[config.mk]
export PLATFORM = sky130hd
export DESIGN_NAME = sbp_basic_param_rom
export DESIGN_NICKNAME = d
export VERILOG_FILES = /design/src/core/sbp_basic_param_rom.v
export VERILOG_INCLUDE_DIRS = /design/src /design/src/core
export SDC_FILE = /design/constraint.sdc
export NUM_CORES = 1
export LEC_CHECK = 0
export BUFFER_PORTS_ARGS = -buffer_cell sky130_fd_sc_hd__buf_2
export CAP_MARGIN = 5
export CORE_MARGIN = 5
export CORE_UTILIZATION = 35
export DETAILED_ROUTE_END_ITERATION = 8
export GPL_TIMING_DRIVEN = 1
export PLACE_DENSITY = 0.5
export SYNTH_ARGS = -nofsm -noshare
export SYNTH_HDL_FRONTEND = slang
export SYNTH_SLANG_ARGS = --single-unit
[constraint.sdc]
create_clock -name CLOCK -period 2.6 [get_ports CLOCK]
set_input_delay 0.52 -clock CLOCK [delete_from_list [all_inputs] [get_ports CLOCK]]
set_output_delay 0.52 -clock CLOCK [all_outputs]
set_load 0.005 [all_outputs]
[src/core/sbp_regs.vh]
`ifndef SBP_REGS_VH
`define SBP_REGS_VH

// ==========================================================
// serial command framing
`define SBP_CMD_DISCOVERY_READ 8'h5A
`define SBP_CMD_BITS 6'd8
`define SBP_ADDR_BITS 6'd24
`define SBP_DUMMY_BITS 6'd8
`define SBP_FILL_BYTE 8'hFF

// ==========================================================
// basic parameter table offsets
`define SBP_OFS_ERASE_AND_BUFFER_CAPS 8'h80
`define SBP_OFS_SMALL_ERASE_OPCODE 8'h81
`define SBP_OFS_READ_MODE_SUPPORT_FLAGS 8'h82
`define SBP_OFS_FIRST_DWORD_UNUSED_BYTE 8'h83
`define SBP_OFS_DENSITY_BYTE0 8'h84
`define SBP_OFS_DENSITY_BYTE1 8'h85
`define SBP_OFS_DENSITY_BYTE2 8'h86
`define SBP_OFS_DENSITY_BYTE3 8'h87
`define SBP_OFS_QUAD_IO_CYCLE_COUNTS 8'h88
`define SBP_OFS_QUAD_IO_READ_OPCODE 8'h89
`define SBP_OFS_QUAD_OUT_CYCLE_COUNTS 8'h8A
`define SBP_OFS_QUAD_OUT_READ_OPCODE 8'h8B
`define SBP_OFS_DUAL_OUT_CYCLE_COUNTS 8'h8C
`define SBP_OFS_DUAL_OUT_READ_OPCODE 8'h8D
`define SBP_OFS_DUAL_IO_CYCLE_COUNTS 8'h8E
`define SBP_OFS_DUAL_IO_READ_OPCODE 8'h8F
`define SBP_OFS_ALL_LANE_MODE_SUPPORT 8'h90
`define SBP_OFS_FIFTH_DWORD_RESERVED1 8'h91
`define SBP_OFS_FIFTH_DWORD_RESERVED2 8'h92
`define SBP_OFS_FIFTH_DWORD_RESERVED3 8'h93

// ==========================================================
// fixed table contents
`define SBP_VAL_ERASE_AND_BUFFER_CAPS 8'hE5
`define SBP_VAL_SMALL_ERASE_OPCODE 8'h20
`define SBP_VAL_READ_MODE_SUPPORT_FLAGS 8'hF1
`define SBP_VAL_FIRST_DWORD_UNUSED_BYTE 8'hFF
`define SBP_VAL_DENSITY_BYTE0 8'hFF
`define SBP_VAL_DENSITY_BYTE1 8'hFF
`define SBP_VAL_DENSITY_BYTE2 8'hFF
`define SBP_VAL_DENSITY_BYTE3 8'h03
`define SBP_VAL_QUAD_IO_CYCLE_COUNTS 8'h44
`define SBP_VAL_QUAD_IO_READ_OPCODE 8'hEB
`define SBP_VAL_QUAD_OUT_CYCLE_COUNTS 8'h08
`define SBP_VAL_QUAD_OUT_READ_OPCODE 8'h6B
`define SBP_VAL_DUAL_OUT_CYCLE_COUNTS 8'h08
`define SBP_VAL_DUAL_OUT_READ_OPCODE 8'h3B
`define SBP_VAL_DUAL_IO_CYCLE_COUNTS 8'h40
`define SBP_VAL_DUAL_IO_READ_OPCODE 8'hBB
`define SBP_VAL_ALL_LANE_MODE_SUPPORT 8'hEE
`define SBP_VAL_RESERVED_FUTURE_BITS 8'hFF

`endif

[src/core/sbp_basic_param_rom.v]
// Function
// - host selects byte with low 8 address bits after 5Ah; 8 dummy clocks follow
// - data shifts out on falling clock edges, MSB first, after the dummy clocks
// - table served here starts at discovery offset 80h
// - byte 80h reads E5h: 4KB erase, large program buffer, top bits ones
// - byte 81h reads 20h, the uniform 4KB erase opcode
// - byte 82h reads F1h: quad/dual read support flags, no double data rate
// - byte 83h is unused and reads FFh
// - byte 88h reads 44h: two mode, four dummy cycles for quad I/O
// - byte 89h reads EBh, the quad I/O read opcode
// - byte 8Ah reads 08h: eight dummy cycles for quad output read
// - byte 8Bh reads 6Bh, the quad output read opcode
// - byte 8Ch reads 08h: eight dummy cycles for dual output read
// - byte 8Dh reads 3Bh, the dual output read opcode
// - byte 8Eh reads 40h: two mode cycles, zero dummy for dual I/O
// - byte 8Fh reads BBh, the dual I/O read opcode
// - byte 90h reads EEh: no four-lane or two-lane all-phase modes
// - bytes 91h to 93h are reserved and read FFh
`timescale 1ns/100ps
`include "sbp_regs.vh"

module sbp_basic_param_rom (
  // system
  input wire CLOCK,
  input wire RESET,
  // serial pins from the host
  input wire SPI_CS_N,
  input wire SPI_CLK,
  input wire SPI_DI,
  // serial data pin back to the host
  output reg SPI_DO,
  output reg SPI_DO_OE
);

  // ==========================================================
  // states
  localparam [4:0] ST_CMD = 5'h01;
  localparam [4:0] ST_ADDR = 5'h02;
  localparam [4:0] ST_DUMMY = 5'h04;
  localparam [4:0] ST_DATA = 5'h08;
  localparam [4:0] ST_IGNORE = 5'h10;

  // ==========================================================
  // constant table lookup
  // contents are plain constants; no path from any pin reaches them
  function [7:0] table_byte;
    input [7:0] ofs;
    begin
      case (ofs)
        `SBP_OFS_ERASE_AND_BUFFER_CAPS: table_byte = `SBP_VAL_ERASE_AND_BUFFER_CAPS;
        `SBP_OFS_SMALL_ERASE_OPCODE: table_byte = `SBP_VAL_SMALL_ERASE_OPCODE;
        `SBP_OFS_READ_MODE_SUPPORT_FLAGS: table_byte = `SBP_VAL_READ_MODE_SUPPORT_FLAGS;
        `SBP_OFS_FIRST_DWORD_UNUSED_BYTE: table_byte = `SBP_VAL_FIRST_DWORD_UNUSED_BYTE;
        `SBP_OFS_DENSITY_BYTE0: table_byte = `SBP_VAL_DENSITY_BYTE0;
        `SBP_OFS_DENSITY_BYTE1: table_byte = `SBP_VAL_DENSITY_BYTE1;
        `SBP_OFS_DENSITY_BYTE2: table_byte = `SBP_VAL_DENSITY_BYTE2;
        `SBP_OFS_DENSITY_BYTE3: table_byte = `SBP_VAL_DENSITY_BYTE3;
        `SBP_OFS_QUAD_IO_CYCLE_COUNTS: table_byte = `SBP_VAL_QUAD_IO_CYCLE_COUNTS;
        `SBP_OFS_QUAD_IO_READ_OPCODE: table_byte = `SBP_VAL_QUAD_IO_READ_OPCODE;
        `SBP_OFS_QUAD_OUT_CYCLE_COUNTS: table_byte = `SBP_VAL_QUAD_OUT_CYCLE_COUNTS;
        `SBP_OFS_QUAD_OUT_READ_OPCODE: table_byte = `SBP_VAL_QUAD_OUT_READ_OPCODE;
        `SBP_OFS_DUAL_OUT_CYCLE_COUNTS: table_byte = `SBP_VAL_DUAL_OUT_CYCLE_COUNTS;
        `SBP_OFS_DUAL_OUT_READ_OPCODE: table_byte = `SBP_VAL_DUAL_OUT_READ_OPCODE;
        `SBP_OFS_DUAL_IO_CYCLE_COUNTS: table_byte = `SBP_VAL_DUAL_IO_CYCLE_COUNTS;
        `SBP_OFS_DUAL_IO_READ_OPCODE: table_byte = `SBP_VAL_DUAL_IO_READ_OPCODE;
        `SBP_OFS_ALL_LANE_MODE_SUPPORT: table_byte = `SBP_VAL_ALL_LANE_MODE_SUPPORT;
        `SBP_OFS_FIFTH_DWORD_RESERVED1: table_byte = `SBP_VAL_RESERVED_FUTURE_BITS;
        `SBP_OFS_FIFTH_DWORD_RESERVED2: table_byte = `SBP_VAL_RESERVED_FUTURE_BITS;
        `SBP_OFS_FIFTH_DWORD_RESERVED3: table_byte = `SBP_VAL_RESERVED_FUTURE_BITS;
        // bytes outside this slice belong to other tables
        default: table_byte = `SBP_FILL_BYTE;
      endcase
    end
  endfunction

  // ==========================================================
  // pin synchronisers, three stages each
  reg [2:0] cs_sync;
  reg [2:0] clk_sync;
  reg [2:0] di_sync;
  reg cs_n;
  reg sclk;
  reg din;

  always @(posedge CLOCK or posedge RESET) begin
    if (RESET) begin
      cs_sync <= 3'h7;
      clk_sync <= 3'h0;
      di_sync <= 3'h0;
    end else begin
      cs_sync <= {cs_sync[1:0], SPI_CS_N};
      clk_sync <= {clk_sync[1:0], SPI_CLK};
      di_sync <= {di_sync[1:0], SPI_DI};
    end
  end

  // a level is accepted only once stages two and three agree
  always @(posedge CLOCK or posedge RESET) begin
    if (RESET) begin
      cs_n <= 1'b1;
      sclk <= 1'b0;
      din <= 1'b0;
    end else begin
      if (cs_sync[1] == cs_sync[2]) begin
        cs_n <= cs_sync[2];
      end
      if (clk_sync[1] == clk_sync[2]) begin
        sclk <= clk_sync[2];
      end
      if (di_sync[1] == di_sync[2]) begin
        din <= di_sync[2];
      end
    end
  end

  // sclk and cs_n are already filtered, so the edge test reads settled levels
  wire sclk_rise = (clk_sync[1] == clk_sync[2]) && clk_sync[2] && !sclk;
  wire sclk_fall = (clk_sync[1] == clk_sync[2]) && !clk_sync[2] && sclk;
  // data is taken from the settled stage as the edge is accepted
  wire din_now = (di_sync[1] == di_sync[2]) ? di_sync[2] : din;

  // ==========================================================
  // command sequencer
  reg [4:0] state;
  reg [5:0] bit_cnt;
  reg [7:0] in_sr;
  reg [7:0] rd_addr;
  reg [7:0] out_sr;
  reg [2:0] out_bit;
  reg [7:0] next_byte;

  always @* begin
    next_byte = table_byte(rd_addr);
  end

  always @(posedge CLOCK or posedge RESET) begin
    if (RESET) begin
      state <= ST_CMD;
      bit_cnt <= 6'h00;
      in_sr <= 8'h00;
      rd_addr <= 8'h00;
      out_sr <= 8'h00;
      out_bit <= 3'h0;
      SPI_DO <= 1'b0;
      SPI_DO_OE <= 1'b0;
    end else if (cs_n) begin
      // deselect ends any frame and releases the pin
      state <= ST_CMD;
      bit_cnt <= 6'h00;
      out_bit <= 3'h0;
      SPI_DO_OE <= 1'b0;
    end else if (sclk_rise) begin
      in_sr <= {in_sr[6:0], din_now};
      case (state)
        ST_CMD: begin
          if (bit_cnt == `SBP_CMD_BITS - 6'd1) begin
            bit_cnt <= 6'h00;
            if ({in_sr[6:0], din_now} == `SBP_CMD_DISCOVERY_READ) begin
              state <= ST_ADDR;
            end else begin
              // other instructions are not served by this block
              state <= ST_IGNORE;
            end
          end else begin
            bit_cnt <= bit_cnt + 6'd1;
          end
        end
        ST_ADDR: begin
          if (bit_cnt == `SBP_ADDR_BITS - 6'd1) begin
            // upper sixteen bits are zero by protocol and are not checked
            rd_addr <= {in_sr[6:0], din_now};
            bit_cnt <= 6'h00;
            state <= ST_DUMMY;
          end else begin
            bit_cnt <= bit_cnt + 6'd1;
          end
        end
        ST_DUMMY: begin
          if (bit_cnt == `SBP_DUMMY_BITS - 6'd1) begin
            bit_cnt <= 6'h00;
            state <= ST_DATA;
          end else begin
            bit_cnt <= bit_cnt + 6'd1;
          end
        end
        ST_DATA: begin
          // input bits during data out carry no meaning
          state <= ST_DATA;
        end
        ST_IGNORE: begin
          state <= ST_IGNORE;
        end
        default: begin
          state <= ST_CMD;
        end
      endcase
    end else if (sclk_fall && (state == ST_DATA)) begin
      SPI_DO_OE <= 1'b1;
      if (out_bit == 3'h0) begin
        SPI_DO <= next_byte[7];
        out_sr <= {next_byte[6:0], 1'b0};
      end else begin
        SPI_DO <= out_sr[7];
        out_sr <= {out_sr[6:0], 1'b0};
      end
      out_bit <= out_bit + 3'h1;
      // reads stream on; the byte address wraps within the 256-byte space
      if (out_bit == 3'h7) begin
        rd_addr <= rd_addr + 8'h01;
      end
    end
  end

endmodule // sbp_basic_param_rom

==> results by group <==
Status
  – Status: finished, final reports clean

Global route
  – Initial antenna violation count: 0
  – All-Layer GR Usage: 13.58%
  – Largest net degree at the start of global routing: 35
  – Remaining Overflow, GRT: 0
  – Vias in the first global route: 2182
  – First-pass GRT wire length: 11.34 mm

Placement
  – Dpl hpwl: 4.697 mm
  – GPL Wtd Cong: 0.8597
  – Pre-CTS setup slack: 0.4600 ns
  – # port buffers: 6

Floorplanning
  – Core ar.: 0.008217 mm^2
  – Die W: 101.6 um
  – DIE AREA: 0.01033 mm^2
  – Cell Rows: 33
  – Starting Density: 35.75%
  – Overall die height: 101.6 um
  – I/O Pins: 7

Flow run
  – Max-cap viol count: 0

Critical path
  – Crit path DAT: 2.41 ns
  – Worst r2r dst: bit_cnt[3]$_DFFE_PP0P_
  – Reg2Reg Depth: 4
  – Critical path class: flip-flop to flip-flop
  – Worst-path fanout max: 12
  – Reg2reg start: state[0]$_DFFE_PP1P_
  – Crit path required time: 2.82 ns
  – CP endpoint kind: flip-flop
  – Setup crit start kind: flip-flop
  – R2R Setup Slk: 0.41 ns

STA
  – Count of pins over their slew limit: 0
  – Final worst slack: 0.4137 ns
  – Maximum clock rate: 457.4 MHz
  – Final setup violating endpoints: 0
  – Clock Skews: 0.009542 ns
  – Worst-margin pin slew: 0.7866 ns
  – Fin. Hold Viols: 0
  – Max-slew headroom: 46.87%
  – Setup TNS: 0 ns
  – Final period utilization: 84.09%
  – RSZ-0062 raised after global routing: false
  – Final Critical Period: 2.186 ns

Hold path
  – Hold Path End: cs_sync[0]$_DFF_PP1_
  – Hold Crit Class: primary input to flip-flop
  – Cells on Worst Hold Path: 1
  – Hold path startpoint: SPI_CS_N

Power
  – P_leak: 1.288 nW
  – Max IR drop VDD: 0.3095 mV
  – Total power: 1.543 mW
  – Pwr dens: 487.9 mW/mm^2

Routing
  – Avg WL per Cell: 15.49 um
  – Detailed-route via count: 2312
  – DR vias/cell: 5.531
  – TritonRoute pass-1 iters: 4
  – # DRC: 0
  – Final wirelength: 6.474 mm
  – Routed Antenna Nets: 0
  – 1st-iter DRT viols: 210

Cells and area
  – Final Util: 38.48%
  – Layout area overhead: 7.623%
  – # diodes: 0
  – Share of post-route cells with drive strength above 1: 13.10%
  – Nets: 327
  – # fillers: 804

Logic synthesis
  – Synthesized flop and latch total: 50
  – Ys async rst share: 100.0%
  – Most frequent cells after synthesis: 45 x dfrtp_1, 20 x nand2_1, 19 x inv_1
  – Top FF cell, synth: dfrtp_1
  – Top-count cell post-synth: dfrtp_1
  – Sequential-to-total area share from yosys stat: 42.80%
  – Synth unique cells: 61
  – Syn_area_per_cell: 9.446 um^2
  – Syn_nets: 326
  – Top-area cell type share of the netlist area: 38.33%
  – Synth area leaders: dfrtp_1 38%, dfstp_2 4.5%, ha_1 4.3%
  – Warnings, synthesis: 0
  – EDFF count, synth: 0
  – Gate Count Post-Synth: 311
  – Cell area after synthesis: 0.002938 mm^2
  – Largest area contributor in the netlist: dfrtp_1

CTS
  – CTS H-tree lvls: 2
  – TritonCTS clock tree: yes
  – Clock Pin Slew Worst Setup and Hold Paths: 0.10 ns
  – Clk sink count: 50
  – Post-cts resize count: 0
  – # Post-CTS Setup Buffers: 0
  – Cts-stage hold buffer count: 0
  – CTS root buf: clkbuf_8
  – CTS Buf Count: 5
  – Skew-Pair Late Insertion Delay: 0.31 ns
  – Deepest clock path buffer count: 2
==> registers in the layout, summed over array words and instances (netlist names) <==
register   count
rd_addr        8
in_sr          7
out_sr         7
bit_cnt        6
state          5
clk_sync       3
cs_sync        3
di_sync        3
out_bit        3
SPI_DO         1
SPI_DO_OE      1
cs_n           1
din            1
sclk           1
==> worst max-delay path by stage <==
stage | startpoint | end | depth (start not counted) | slack, ns
2_1_floorplan | rd_addr[0]$_DFFE_PP0P_ | out_sr[6]$_DFFE_PP0P_ | 7 | 0.58
5_1_grt | rd_addr[0]$_DFFE_PP0P_ | out_sr[6]$_DFFE_PP0P_ | 5 | 0.23
4_1_cts | state[0]$_DFFE_PP1P_ | bit_cnt[3]$_DFFE_PP0P_ | 4 | 0.40
6_report | state[0]$_DFFE_PP1P_ | bit_cnt[3]$_DFFE_PP0P_ | 4 | 0.41
3_3_place_gp | state[0]$_DFFE_PP1P_ | bit_cnt[5]$_DFFE_PP0P_ | 4 | 0.50
3_5_place_dp | state[0]$_DFFE_PP1P_ | bit_cnt[3]$_DFFE_PP0P_ | 4 | 0.46
==> final cells by class <==
type,instances,area [um^2],share of cell area [%]
flip-flops and latches,50,1257,39.77
clock inverters,3,26.28,0.8310
multi-input cells,223,1524,48.20
inverters,19,71.32,2.256
clock buffers,5,68.82,2.176
repair buffers,13,82.58,2.612
well taps,105,131.4,4.155
==> cells in the final DEF, fill, tap and decap left out, types with 7 or more instances in the layout <==
cell type and count:
dfrtp_1 45, nand2_1 20, nor2_1 18, inv_1 18, o21ai_0 17, a21oi_1 17, mux2i_1 12, nand3_1 12
ha_1 10, nand2b_1 9, or4_1 8, mux2_2 7, buf_4 7
==> metal layers <==
layer / GRT usage, % / wire (um) / vias up / share of wire (%)
met5: 0 / 0 / - / 0
met4: 3.374 / 66 / 0 / 1.0
met3: 2.548 / 247 / 6 / 3.8
met2: 19.97 / 2850 / 45 / 44
met1: 20.47 / 3309 / 1108 / 51
li1: - / - / 1153 / -
==> stage by stage <==
step	std cells	cell area (um^2)	hold slack, ns
floorplan	311	2938	0.3312
global placement	410	3067	0.3464
detailed placement	410	3067	0.3347
CTS	418	3162	0.2846
global route	418	3162	0.2800
finish	418	3162	0.2986
==> worst max-delay path, stage by stage (launching register included) <==
cell and delay (ns):
dfstp_2 0.66, xnor2_1 0.16, a2111o_1 0.58, or4_1 0.49, o21ai_0 0.19
==> kinds of logic (layout without fill, tap and decap cells) <==
logic type | after synthesis | in the layout | synth area share, %
flip-flops | 50 | 50 | 42.80
multiplexers | 19 | 19 | 6.772
adder cells (fa/ha/maj) | 12 | 12 | 4.940
AND/OR/NAND/NOR | 103 | 103 | 19.55
XOR/XNOR | 3 | 3 | 0.8945
buffers and inverters | 38 | 40 | 5.324
AO/OA/AOI/OAI | 86 | 86 | 19.72
==> power breakdown <==
part           switching, mW  internal (mW)  total (mW)
sequential            0.0693          0.840       0.910
clock                  0.285          0.200       0.485
combinational         0.0738         0.0742       0.148
(Power assumes the default switching activity.)
